### src/verilog/fpc_pkg.sv
package fpc_pkg;

  // ==========================================================
  // widths and geometry
  localparam int ADDR_W   = 32;
  localparam int WORD_W   = 32;
  localparam int LINE_W   = 128;
  localparam int LINE_A_W = 28;
  localparam int TAG_W    = 27;
  localparam int N_PORTS  = 2;
  localparam int N_ENTRY  = 4;
  localparam int IDX_W    = 2;
  localparam int MST_W    = 2;
  localparam int N_MST    = 4;
  localparam int WS_W     = 4;
  localparam int CFG_W    = 8;

  // ==========================================================
  // address fields
  localparam int SET_BIT   = 4;
  localparam int TAG_LSB   = 5;
  localparam int WSEL_LSB  = 2;
  localparam int LINE_LSB  = 4;

  // ==========================================================
  // prefetch configuration fields, one byte per port
  localparam int PF_MST_EN_LSB = 0;
  localparam int PF_INSTR_BIT  = 4;
  localparam int PF_DATA_BIT   = 5;
  localparam int PF_ALGO_LSB   = 6;
  localparam logic [1:0] PF_ALGO_OFF  = 2'h0;
  localparam logic [1:0] PF_ALGO_MISS = 2'h1;
  localparam logic [1:0] PF_ALGO_HIT  = 2'h2;
  localparam logic [1:0] PF_ALGO_ALL  = 2'h3;
  localparam logic [CFG_W-1:0] PF_CFG_RST = 8'h00;

  // ==========================================================
  // arbitration configuration fields
  localparam int ARB_RR_BIT    = 0;
  localparam int ARB_SPLIT_BIT = 1;
  localparam int ARB_BOOT_BIT  = 2;
  localparam int ARB_WS_LSB    = 4;
  localparam logic [CFG_W-1:0] ARB_CFG_RST = 8'hf0;

  // ==========================================================
  // ahb encodings
  localparam int HTRANS_ACT_BIT = 1;
  localparam int HPROT_DATA_BIT = 0;

  // ==========================================================
  // state machines
  typedef enum logic [2:0] {
    PS_IDLE = 3'h0,
    PS_LOOK = 3'h1,
    PS_HIT  = 3'h2,
    PS_MISS = 3'h3,
    PS_ERR  = 3'h4
  } fpc_port_state_t;

  typedef enum logic [1:0] {
    AS_IDLE = 2'h0,
    AS_BUSY = 2'h1,
    AS_DONE = 2'h2
  } fpc_arb_state_t;

endpackage : fpc_pkg

### src/verilog/fpc_line_mem.sv
`timescale 1ns/1ns
// ==========================================================
// line storage, registered read port
module fpc_line_mem #(
  parameter int DEPTH = 4,
  parameter int WIDTH = 128,
  parameter int IW    = 2
) (
  input  wire logic             sys_clk,
  input  wire logic             nrst,
  input  wire logic             wr_en,
  input  wire logic [IW-1:0]    wr_idx,
  input  wire logic [WIDTH-1:0] wr_data,
  input  wire logic             rd_en,
  input  wire logic [IW-1:0]    rd_idx,
  output logic      [WIDTH-1:0] rd_data
);

  logic [WIDTH-1:0] mem_reg [DEPTH];
  logic [WIDTH-1:0] rd_reg;
  logic [WIDTH-1:0] rd_next;

  // read data only moves on a read strobe
  always_comb begin
    rd_next = rd_reg;
    if (rd_en) begin
      rd_next = mem_reg[rd_idx];
    end
  end

  always_ff @(posedge sys_clk or negedge nrst) begin
    if (!nrst) begin
      rd_reg <= '0;
    end else begin
      rd_reg <= rd_next;
    end
  end

  // storage has no reset, valid bits live with the tags
  always_ff @(posedge sys_clk) begin
    if (wr_en) begin
      mem_reg[wr_idx] <= wr_data;
    end
  end

  assign rd_data = rd_reg;

endmodule : fpc_line_mem

### src/verilog/fpc_array_arb.sv
`timescale 1ns/1ns
// ==========================================================
// shares the wide array read path
module fpc_array_arb (
  input  wire logic                                  sys_clk,
  input  wire logic                                  nrst,
  input  wire logic [1:0]                            req,
  input  wire logic [1:0][fpc_pkg::LINE_A_W-1:0]     line_addr,
  input  wire logic                                  rr_mode,
  input  wire logic [fpc_pkg::WS_W-1:0]              wait_states,
  output logic                                       arr_rd_en,
  output logic      [fpc_pkg::LINE_A_W-1:0]          arr_line_addr,
  input  wire logic [fpc_pkg::LINE_W-1:0]            arr_rdata,
  output logic      [1:0]                            done,
  output logic      [fpc_pkg::LINE_W-1:0]            line_data
);

  fpc_pkg::fpc_arb_state_t         st_reg, st_next;
  logic                            own_reg, own_next;
  logic                            last_reg, last_next;
  logic [fpc_pkg::WS_W-1:0]        cnt_reg, cnt_next;
  logic                            rd_reg, rd_next;
  logic [fpc_pkg::LINE_A_W-1:0]    addr_reg, addr_next;
  logic [1:0]                      done_reg, done_next;
  logic [fpc_pkg::LINE_W-1:0]      data_reg, data_next;
  logic                            pick;

  // grant, wait-state count and capture of the line
  always_comb begin
    st_next   = st_reg;
    own_next  = own_reg;
    last_next = last_reg;
    cnt_next  = cnt_reg;
    rd_next   = 1'b0;
    addr_next = addr_reg;
    done_next = 2'h0;
    data_next = data_reg;
    pick      = 1'b0;
    unique case (st_reg)
      fpc_pkg::AS_IDLE: begin
        if (rr_mode) begin
          pick = req[~last_reg] ? ~last_reg : last_reg;
        end else begin
          pick = req[0] ? 1'b0 : 1'b1;
        end
        if (|req) begin
          own_next  = pick;
          last_next = pick;
          addr_next = line_addr[pick];
          rd_next   = 1'b1;
          cnt_next  = '0;
          st_next   = fpc_pkg::AS_BUSY;
        end
      end
      fpc_pkg::AS_BUSY: begin
        if (cnt_reg == wait_states) begin
          data_next       = arr_rdata;
          done_next[own_reg] = 1'b1;
          st_next         = fpc_pkg::AS_DONE;
        end else begin
          cnt_next = cnt_reg + 1'b1;
        end
      end
      // one idle cycle lets the owner drop its request
      fpc_pkg::AS_DONE: begin
        st_next = fpc_pkg::AS_IDLE;
      end
      default: begin
        st_next = fpc_pkg::AS_IDLE;
      end
    endcase
  end

  always_ff @(posedge sys_clk or negedge nrst) begin
    if (!nrst) begin
      st_reg   <= fpc_pkg::AS_IDLE;
      own_reg  <= 1'b0;
      last_reg <= 1'b1;
      cnt_reg  <= '0;
      rd_reg   <= 1'b0;
      addr_reg <= '0;
      done_reg <= 2'h0;
      data_reg <= '0;
    end else begin
      st_reg   <= st_next;
      own_reg  <= own_next;
      last_reg <= last_next;
      cnt_reg  <= cnt_next;
      rd_reg   <= rd_next;
      addr_reg <= addr_next;
      done_reg <= done_next;
      data_reg <= data_next;
    end
  end

  assign arr_rd_en     = rd_reg;
  assign arr_line_addr = addr_reg;
  assign done          = done_reg;
  assign line_data     = data_reg;

endmodule : fpc_array_arb

### src/verilog/fpc_top.sv
`timescale 1ns/1ns
// Behaviour
// - two independent 32-bit ahb read ports share one 128-bit array path.
// - each port owns a four-entry two-way two-set line cache.
// - each cache entry holds one 128-bit array page.
// - each port prefetches the next sequential line ahead of demand.
// - prefetch triggering is enabled per bus master by configuration.
// - triggering is limited to instruction, data or both reads.
// - a prefetched line goes into the least recently used way of its set when ways are pooled.
// - a per-port algorithm selects off, on miss, on hit or on both.
// - concurrent array requests are arbitrated as configured.
// - ways are pooled or split, way 0 instruction and way 1 data.
// - instruction fetches to the boot region end in an error when barred.
// - array wait states are configurable and reset to a safe maximum.
module fpc_top #(
  parameter logic [31:0] BOOT_BASE = 32'h0000_0000,
  parameter logic [31:0] BOOT_MASK = 32'hffff_c000
) (
  input  wire logic                         sys_clk,
  input  wire logic                         nrst,
  input  wire logic                         ahb_a_hsel,
  input  wire logic [31:0]                  ahb_a_haddr,
  input  wire logic [1:0]                   ahb_a_htrans,
  input  wire logic                         ahb_a_hwrite,
  input  wire logic [3:0]                   ahb_a_hprot,
  input  wire logic [fpc_pkg::MST_W-1:0]    ahb_a_hmaster,
  input  wire logic                         ahb_a_hready,
  output logic      [31:0]                  ahb_a_hrdata,
  output logic                              ahb_a_hreadyout,
  output logic                              ahb_a_hresp,
  input  wire logic                         ahb_b_hsel,
  input  wire logic [31:0]                  ahb_b_haddr,
  input  wire logic [1:0]                   ahb_b_htrans,
  input  wire logic                         ahb_b_hwrite,
  input  wire logic [3:0]                   ahb_b_hprot,
  input  wire logic [fpc_pkg::MST_W-1:0]    ahb_b_hmaster,
  input  wire logic                         ahb_b_hready,
  output logic      [31:0]                  ahb_b_hrdata,
  output logic                              ahb_b_hreadyout,
  output logic                              ahb_b_hresp,
  input  wire logic                         cfg_load,
  input  wire logic [fpc_pkg::CFG_W-1:0]    prefetch_config_port_a,
  input  wire logic [fpc_pkg::CFG_W-1:0]    prefetch_config_port_b,
  input  wire logic [fpc_pkg::CFG_W-1:0]    port_arbitration_config,
  output logic                              arr_rd_en,
  output logic      [fpc_pkg::LINE_A_W-1:0] arr_line_addr,
  input  wire logic [fpc_pkg::LINE_W-1:0]   arr_rdata
);

  // ==========================================================
  // configuration capture
  logic [1:0][fpc_pkg::CFG_W-1:0] pf_cfg_reg, pf_cfg_next;
  logic [fpc_pkg::CFG_W-1:0]      arb_cfg_reg, arb_cfg_next;

  // settings only move on cfg_load, so no access sees half a change
  always_comb begin
    pf_cfg_next  = pf_cfg_reg;
    arb_cfg_next = arb_cfg_reg;
    if (cfg_load) begin
      pf_cfg_next  = {prefetch_config_port_b, prefetch_config_port_a};
      arb_cfg_next = port_arbitration_config;
    end
  end

  // reset leaves the slowest array timing in place
  always_ff @(posedge sys_clk or negedge nrst) begin
    if (!nrst) begin
      pf_cfg_reg  <= {fpc_pkg::PF_CFG_RST, fpc_pkg::PF_CFG_RST};
      arb_cfg_reg <= fpc_pkg::ARB_CFG_RST;
    end else begin
      pf_cfg_reg  <= pf_cfg_next;
      arb_cfg_reg <= arb_cfg_next;
    end
  end

  logic                      split_mode;
  logic                      boot_assist_exec_disable;
  logic [fpc_pkg::WS_W-1:0]  wait_states;
  assign split_mode  = arb_cfg_reg[fpc_pkg::ARB_SPLIT_BIT];
  assign boot_assist_exec_disable = arb_cfg_reg[fpc_pkg::ARB_BOOT_BIT];
  assign wait_states = arb_cfg_reg[fpc_pkg::ARB_WS_LSB +: fpc_pkg::WS_W];

  // ==========================================================
  // port bundles, index 0 is port a
  logic [1:0]                          hsel_w, hwrite_w, hready_w, hdata_w;
  logic [1:0][31:0]                    haddr_w;
  logic [1:0]                          hact_w;
  logic [1:0][fpc_pkg::MST_W-1:0]      hmst_w;
  logic [1:0][31:0]                    hrdata_w;
  logic [1:0]                          hreadyout_w, hresp_w;
  logic [1:0]                          req_w, done_w;
  logic [1:0][fpc_pkg::LINE_A_W-1:0]   req_line_w;
  logic [fpc_pkg::LINE_W-1:0]          line_data;

  assign hsel_w   = {ahb_b_hsel, ahb_a_hsel};
  assign hwrite_w = {ahb_b_hwrite, ahb_a_hwrite};
  assign hready_w = {ahb_b_hready, ahb_a_hready};
  assign haddr_w  = {ahb_b_haddr, ahb_a_haddr};
  assign hmst_w   = {ahb_b_hmaster, ahb_a_hmaster};
  assign hact_w   = {ahb_b_htrans[fpc_pkg::HTRANS_ACT_BIT],
                     ahb_a_htrans[fpc_pkg::HTRANS_ACT_BIT]};
  assign hdata_w  = {ahb_b_hprot[fpc_pkg::HPROT_DATA_BIT],
                     ahb_a_hprot[fpc_pkg::HPROT_DATA_BIT]};

  // ==========================================================
  // per-port cache controller
  for (genvar p = 0; p < fpc_pkg::N_PORTS; p++) begin : g_port
    fpc_pkg::fpc_port_state_t       st_reg, st_next;
    logic [31:0]                    addr_reg, addr_next;
    logic                           instr_reg, instr_next;
    logic [fpc_pkg::MST_W-1:0]      mst_reg, mst_next;
    logic [3:0][fpc_pkg::TAG_W-1:0] tag_reg, tag_next;
    logic [3:0]                     vld_reg, vld_next;
    logic [1:0]                     lru_reg, lru_next;
    logic                           pf_reg, pf_next;
    logic [fpc_pkg::LINE_A_W-1:0]   pf_line_reg, pf_line_next;
    logic                           pf_ins_reg, pf_ins_next;
    logic [31:0]                    hrdata_reg, hrdata_next;
    logic                           hrdy_reg, hrdy_next;
    logic                           hresp_reg, hresp_next;
    logic                           mem_wr, mem_rd;
    logic [fpc_pkg::IDX_W-1:0]      wr_idx, rd_idx;
    logic [fpc_pkg::LINE_W-1:0]     mem_rdata;
    logic                           set_b, hit, hit_way;
    logic                           nxt_hit, nxt_way;
    logic [fpc_pkg::LINE_A_W-1:0]   nxt_line;
    logic                           trig_ok, fill_way, pf_way;
    logic [1:0]                     algo;
    logic                           boot_hit, accept;

    // is a line in either way of its set
    function automatic logic [1:0] lookup(
      input logic [fpc_pkg::LINE_A_W-1:0]   line,
      input logic [3:0][fpc_pkg::TAG_W-1:0] tags,
      input logic [3:0]                     vld
    );
      logic [1:0] r;
      r = 2'h0;
      for (int w = 1; w >= 0; w--) begin
        if (vld[{line[0], w[0]}] &&
            tags[{line[0], w[0]}] == line[fpc_pkg::LINE_A_W-1:1]) begin
          r = {1'b1, w[0]};
        end
      end
      return r;
    endfunction : lookup

    assign set_b    = addr_reg[fpc_pkg::SET_BIT];
    assign {hit, hit_way} = lookup(addr_reg[31:fpc_pkg::LINE_LSB],
                                   tag_reg, vld_reg);
    assign nxt_line = addr_reg[31:fpc_pkg::LINE_LSB] + 1'b1;
    assign {nxt_hit, nxt_way} = lookup(nxt_line, tag_reg, vld_reg);
    assign algo     = pf_cfg_reg[p][fpc_pkg::PF_ALGO_LSB +: 2];
    // master and type gate on triggering
    assign trig_ok  = pf_cfg_reg[p][fpc_pkg::PF_MST_EN_LSB + mst_reg] &&
                      (instr_reg ? pf_cfg_reg[p][fpc_pkg::PF_INSTR_BIT]
                                 : pf_cfg_reg[p][fpc_pkg::PF_DATA_BIT]);
    // split: way by type; pooled: lru way
    assign fill_way = split_mode ? ~instr_reg : lru_reg[set_b];
    assign pf_way   = split_mode ? ~pf_ins_reg
                                 : lru_reg[pf_line_reg[0]];
    assign boot_hit = (haddr_w[p] & BOOT_MASK) == BOOT_BASE;
    assign accept   = hsel_w[p] && hact_w[p] && hready_w[p];
    // one request: demand miss or pending prefetch
    assign req_w[p]      = (st_reg == fpc_pkg::PS_MISS) || pf_reg;
    assign req_line_w[p] = (st_reg == fpc_pkg::PS_MISS)
                           ? addr_reg[31:fpc_pkg::LINE_LSB] : pf_line_reg;

    always_comb begin
      st_next      = st_reg;
      addr_next    = addr_reg;
      instr_next   = instr_reg;
      mst_next     = mst_reg;
      tag_next     = tag_reg;
      vld_next     = vld_reg;
      lru_next     = lru_reg;
      pf_next      = pf_reg;
      pf_line_next = pf_line_reg;
      pf_ins_next  = pf_ins_reg;
      hrdata_next  = hrdata_reg;
      hrdy_next    = hrdy_reg;
      hresp_next   = hresp_reg;
      mem_wr       = 1'b0;
      mem_rd       = 1'b0;
      wr_idx       = {set_b, fill_way};
      rd_idx       = {set_b, hit_way};
      // prefetch line landing outside a demand miss
      if (done_w[p] && st_reg != fpc_pkg::PS_MISS) begin
        mem_wr       = 1'b1;
        wr_idx       = {pf_line_reg[0], pf_way};
        tag_next[wr_idx] = pf_line_reg[fpc_pkg::LINE_A_W-1:1];
        vld_next[wr_idx] = 1'b1;
        lru_next[pf_line_reg[0]] = ~pf_way;
        pf_next      = 1'b0;
      end
      unique case (st_reg)
        fpc_pkg::PS_IDLE: begin
          hresp_next = 1'b0;
          if (accept) begin
            addr_next  = haddr_w[p];
            instr_next = ~hdata_w[p];
            mst_next   = hmst_w[p];
            hrdy_next  = 1'b0;
            // read-only flash: writes get an error too
            if (hwrite_w[p] || (~hdata_w[p] && boot_hit &&
                                boot_assist_exec_disable)) begin
              hresp_next = 1'b1;
              st_next    = fpc_pkg::PS_ERR;
            end else begin
              st_next = fpc_pkg::PS_LOOK;
            end
          end
        end
        // second error cycle
        fpc_pkg::PS_ERR: begin
          hrdy_next = 1'b1;
          st_next   = fpc_pkg::PS_IDLE;
        end
        // an in-flight prefetch is let finish first; it may be the hit
        fpc_pkg::PS_LOOK: begin
          if (!pf_reg) begin
            if (hit) begin
              mem_rd          = 1'b1;
              lru_next[set_b] = ~hit_way;
              st_next         = fpc_pkg::PS_HIT;
              if (trig_ok && algo[1] && !nxt_hit) begin
                pf_next      = 1'b1;
                pf_line_next = nxt_line;
                pf_ins_next  = instr_reg;
              end
            end else begin
              st_next = fpc_pkg::PS_MISS;
            end
          end
        end
        fpc_pkg::PS_HIT: begin
          hrdata_next = mem_rdata[{addr_reg[3:fpc_pkg::WSEL_LSB], 5'h00}
                                  +: fpc_pkg::WORD_W];
          hrdy_next   = 1'b1;
          st_next     = fpc_pkg::PS_IDLE;
        end
        // line fills the cache, wanted word goes out
        fpc_pkg::PS_MISS: begin
          if (done_w[p]) begin
            mem_wr           = 1'b1;
            wr_idx           = {set_b, fill_way};
            tag_next[wr_idx] = addr_reg[31:fpc_pkg::TAG_LSB];
            vld_next[wr_idx] = 1'b1;
            lru_next[set_b]  = ~fill_way;
            hrdata_next = line_data[{addr_reg[3:fpc_pkg::WSEL_LSB], 5'h00}
                                    +: fpc_pkg::WORD_W];
            hrdy_next   = 1'b1;
            st_next     = fpc_pkg::PS_IDLE;
            if (trig_ok && algo[0] && !nxt_hit) begin
              pf_next      = 1'b1;
              pf_line_next = nxt_line;
              pf_ins_next  = instr_reg;
            end
          end
        end
        default: begin
          st_next   = fpc_pkg::PS_IDLE;
          hrdy_next = 1'b1;
        end
      endcase
    end

    always_ff @(posedge sys_clk or negedge nrst) begin
      if (!nrst) begin
        st_reg      <= fpc_pkg::PS_IDLE;
        addr_reg    <= '0;
        instr_reg   <= 1'b0;
        mst_reg     <= '0;
        tag_reg     <= '0;
        vld_reg     <= 4'h0;
        lru_reg     <= 2'h0;
        pf_reg      <= 1'b0;
        pf_line_reg <= '0;
        pf_ins_reg  <= 1'b0;
        hrdata_reg  <= '0;
        hrdy_reg    <= 1'b1;
        hresp_reg   <= 1'b0;
      end else begin
        st_reg      <= st_next;
        addr_reg    <= addr_next;
        instr_reg   <= instr_next;
        mst_reg     <= mst_next;
        tag_reg     <= tag_next;
        vld_reg     <= vld_next;
        lru_reg     <= lru_next;
        pf_reg      <= pf_next;
        pf_line_reg <= pf_line_next;
        pf_ins_reg  <= pf_ins_next;
        hrdata_reg  <= hrdata_next;
        hrdy_reg    <= hrdy_next;
        hresp_reg   <= hresp_next;
      end
    end

    // four 128-bit entries, index {set, way}
    fpc_line_mem #(
      .DEPTH (fpc_pkg::N_ENTRY),
      .WIDTH (fpc_pkg::LINE_W),
      .IW    (fpc_pkg::IDX_W)
    ) u_mem (
      .sys_clk (sys_clk),
      .nrst    (nrst),
      .wr_en   (mem_wr),
      .wr_idx  (wr_idx),
      .wr_data (line_data),
      .rd_en   (mem_rd),
      .rd_idx  (rd_idx),
      .rd_data (mem_rdata)
    );

    assign hrdata_w[p]    = hrdata_reg;
    assign hreadyout_w[p] = hrdy_reg;
    assign hresp_w[p]     = hresp_reg;
  end

  // ==========================================================
  // shared array path
  fpc_array_arb u_arb (
    .sys_clk       (sys_clk),
    .nrst          (nrst),
    .req           (req_w),
    .line_addr     (req_line_w),
    .rr_mode       (arb_cfg_reg[fpc_pkg::ARB_RR_BIT]),
    .wait_states   (wait_states),
    .arr_rd_en     (arr_rd_en),
    .arr_line_addr (arr_line_addr),
    .arr_rdata     (arr_rdata),
    .done          (done_w),
    .line_data     (line_data)
  );

  assign ahb_a_hrdata    = hrdata_w[0];
  assign ahb_a_hreadyout = hreadyout_w[0];
  assign ahb_a_hresp     = hresp_w[0];
  assign ahb_b_hrdata    = hrdata_w[1];
  assign ahb_b_hreadyout = hreadyout_w[1];
  assign ahb_b_hresp     = hresp_w[1];

endmodule : fpc_top

### config.mk
export PLATFORM = sky130hd
export DESIGN_NAME = fpc_top
export DESIGN_NICKNAME = d
export VERILOG_FILES = /design/src/verilog/fpc_pkg.sv /design/src/verilog/fpc_line_mem.sv /design/src/verilog/fpc_array_arb.sv /design/src/verilog/fpc_top.sv
export SDC_FILE = /design/constraint.sdc
export NUM_CORES = 2
export LEC_CHECK = 0
export BUFFER_PORTS_ARGS = -buffer_cell sky130_fd_sc_hd__clkbuf_2
export CORE_ASPECT_RATIO = 1.25
export CORE_MARGIN = 2
export CORE_UTILIZATION = 65
export CTS_BUF_LIST = sky130_fd_sc_hd__clkbuf_8
export CTS_CLUSTER_DIAMETER = 100
export DETAILED_ROUTE_END_ITERATION = 12
export PLACE_DENSITY = 0.94
export SYNTH_ARGS = -nofsm -noshare
export SYNTH_HDL_FRONTEND = slang
export SYNTH_SLANG_ARGS = --single-unit
### constraint.sdc
create_clock -name sys_clk -period 35.9 [get_ports sys_clk]
set_clock_uncertainty 0.05 [all_clocks]
set_input_delay 5.385 -clock sys_clk [delete_from_list [all_inputs] [get_ports sys_clk]]
set_output_delay 5.385 -clock sys_clk [all_outputs]
set_load 0.05 [all_outputs]
==> impl_metrics.csv <==
group,metric,value,unit
logic_synthesis,synth_cell_types,80,
logic_synthesis,synth_cells,5315,
finish,final_net_count,5897,
critical_path,crit_path_max_fanout,136,
placed_design,place_congestion,0.971,
critical_path,crit_type,"in2async",
detailed_routing,first_iter_violations,6575,
clock_network,clkTransAtPathRegs,0.07,ns
sta,period_minus_slack,7.83,ns
finish,fill_cells,7137,
detailed_routing,drcViolationCount,0,
logic_synthesis,avgSynthCellArea,15.6,sq um
clock_network,root_buffer,"clkbuf_8",
pwr,peakVddDrop,0.0813,mV
detailed_routing,first_pass_iters,6,
flow_run,cap_viol_max_count,0,
clock_network,cts_resized,0,
clock_network,cts_tree,"built",
logic_synthesis,synth_edf_count,1024,
sta,relSlewSlack,10.2,%
sta,worst_slew_pin_slew,1.35,ns
clock_network,cts.sinks,1898,
logic_synthesis,synth_area_leaders,"edfxtp_1 37%, dfrtp_1 26%, mux4_2 11%",
sta,setup_viol,0,
global_route,antenna_found_initial,24,
logic_synthesis,post-synth-top-area-fraction,37.0,%
sta,fmax,0.128,GHz
finish,postLayoutCellArea,0.0917,sq mm
sta,setup_tns,0,ns
sta,final_hold_viol_count,0,
global_route,overflow,0,
clock_network,htree_levels,5,
die,die_height,404,um
pwr,pwr_density_cell,83.0,mW/mm^2
critical_path,cp_data_required_time,36.71,ns
placed_design,port_buffers,324,
clock_network,ctsHoldBuffers,0,
die,ios,338,
sta,rsz0062_at_grt,"no",
clock_network,clk_path_buf_depth,4,
logic_synthesis,syn-num-nets,5559,
finish,largest_reg_flops,1024,
pwr,p_leak,0.0356,uW
die,dieArea,0.131,sq mm
die,row_count,146,
detailed_routing,wl_per_cell,32.7,um
finish,area_delta_synth_final,10.4,%
detailed_routing,vias,52100,
logic_synthesis,synth_area_leader_cell,"edfxtp_1",
detailed_routing,vias_per_cell,6.88,
critical_path,cp_data_arrival_time,8.64,ns
detailed_routing,drt-total-wl,248,mm
global_route,grt_pass1_vias,54100,
placed_design,hpwl,146,mm
critical_path,worstSetupStartpointType,"primary input",
global_route,grt_pass1_wl,360,mm
worst_hold_path,hold_path_class,"reg2reg",
placed_design,place_area,0.0861,sq mm
sta,final_max_slew_viol_count,0,
finish,drive_gt1_share,29.5,%
logic_synthesis,syn_area,0.0830,sq mm
detailed_routing,antenna_left,0,
logic_synthesis,ys.flop_type,"edfxtp_1",
logic_synthesis,async_reset_ff_share,46.0,%
die,core-area,0.127,sq mm
run_status,status,"completed",
critical_path,cp-end-kind,"async pin",
clock_network,numCtsBuffers,296,
logic_synthesis,ys_seq_elements,1898,
logic_synthesis,yosys_warnings,0,
clock_network,worstSkewPairLatency,1.01,ns
sta,fin_crit_sh,21.8,%
die,start_util,65.5,%
clock_network,postCtsSetupBuffers,0,
logic_synthesis,ys_seq_area_share,63.4,%
global_route,grt_max_degree,170,
die,die_w,324,um
global_route,track_usage,38.5,%
-- layout by cell type (no fill, tap or decap), types with 151 or more instances in the layout --
| cell | n |
|---|---|
| edfxtp_1 | 1024 |
| dfrtp_1 | 861 |
| mux2_2 | 496 |
| mux2i_1 | 460 |
| mux4_2 | 388 |
| clkbuf_8 | 330 |
| clkbuf_2 | 323 |
| nand2_1 | 289 |
| nor2_1 | 247 |
| a21oi_1 | 230 |
| o21ai_0 | 214 |
| xnor2_1 | 197 |
| inv_1 | 151 |
-- worst max-delay path: stages --
cell	delay, ns
buf_8	0.57
buf_12	0.70
buf_4	0.77
buf_4	0.93
-- synth_stat cells (all sizes together) (3+ instances only) --
cell type	count
mux2	509
nor4	68
nand4	38
o31ai	3
and4	10
dfrtp	867
buf	135
o211ai	12
or4	9
xnor2	197
inv	41
a21o	8
and3	9
nand2	297
nand4b	3
nor2b	15
and2	7
dfstp	7
mux4	388
a211oi	11
xor2	60
a311oi	4
nand3	54
nor3	31
a31oi	6
a221oi	3
xnor3	22
o21ai	215
nand2b	15
nor4b	4
o31a	3
edfxtp	1024
a2111oi	3
o21bai	3
nor3b	4
mux2i	460
or2	14
or3	13
nor2	252
ha	3
clkbuf	226
a21oi	231
-- layout make-up --
class                           count  area [sq um]  share of cell area, %
Antenna cell                        9          22.5                 0.0246
Clock buffer                      330          4540                   4.95
Clock inverter                    183          1010                   1.10
Inverter                           41           154                  0.168
Multi-Input combinational cell   3015         28900                   31.5
Sequential cell                  1898         52600                   57.4
Tap cell                         1702          2130                   2.32
Timing Repair Buffer              401          2280                   2.49
-- metrics by stage --
step / std cells / utilization, % / hold slack (ns) / total power, uW / setup slack (ns)
2_1_floorplan: 5315 / - / 0.367 / 4790 / 23.49
3_3_place_gp: 7057 / 67.9 / 0.385 / 5560 / 27.07
3_5_place_dp: 7057 / 67.9 / 0.399 / 5720 / 26.94
4_1_cts: 7570 / 72.3 / 0.428 / 7530 / 28.03
5_1_grt: 7574 / 72.3 / 0.453 / 7810 / 27.52
6_report: 7579 / 72.3 / 0.437 / 7610 / 28.07
-- report_power, final --
part,switching [uW],total (uW),internal (uW)
Clock,867,1770,907
Sequential,625,3460,2840
Combinational,1460,2380,916
Total,2950,7610,4660
-- kinds of logic after synthesis --
kind of cell | Yosys count | share of synthesized area (%)
compound gates | 523 | 3.44
xor+xnor | 279 | 3.31
fa+ha+maj | 3 | 0.0452
buf+inv | 402 | 1.99
flops | 1898 | 63.4
mux | 1357 | 23.0
simple gates | 853 | 4.84
-- per-layer routing --
metal / track usage, % / part of all wire [%]
met5: 0 / 0.050
met1: 45.0 / 32
met4: 29.3 / 9.0
met2: 61.1 / 48
met3: 10.5 / 11
-- final timing paths --
check / from / endpoint / slack (ns) / cells past startpoint
max: nrst / g_port[0].addr_reg[2]$_DFFE_PN0P_ / 28.07 / 4
max in group sys_clk: g_port[0].addr_reg[4]$_DFFE_PN0P_ / g_port[0].u_mem.rd_data[44]$_DFFE_PN0P_ / 28.56 / 13
max reg2reg: g_port[0].addr_reg[4]$_DFFE_PN0P_ / g_port[0].u_mem.rd_data[44]$_DFFE_PN0P_ / 28.56 / 13
min in group asynchronous: nrst / g_port[0].tag_reg[105]$_DFF_PN0_ / 4.40 / 1
min reg2reg: ahb_b_hrdata[29]$_DFFE_PN0P_ / ahb_b_hrdata[29]$_DFFE_PN0P_ / 0.44 / 2
min: ahb_b_hrdata[29]$_DFFE_PN0P_ / ahb_b_hrdata[29]$_DFFE_PN0P_ / 0.44 / 2
Power figures use the tool's default switching activity.
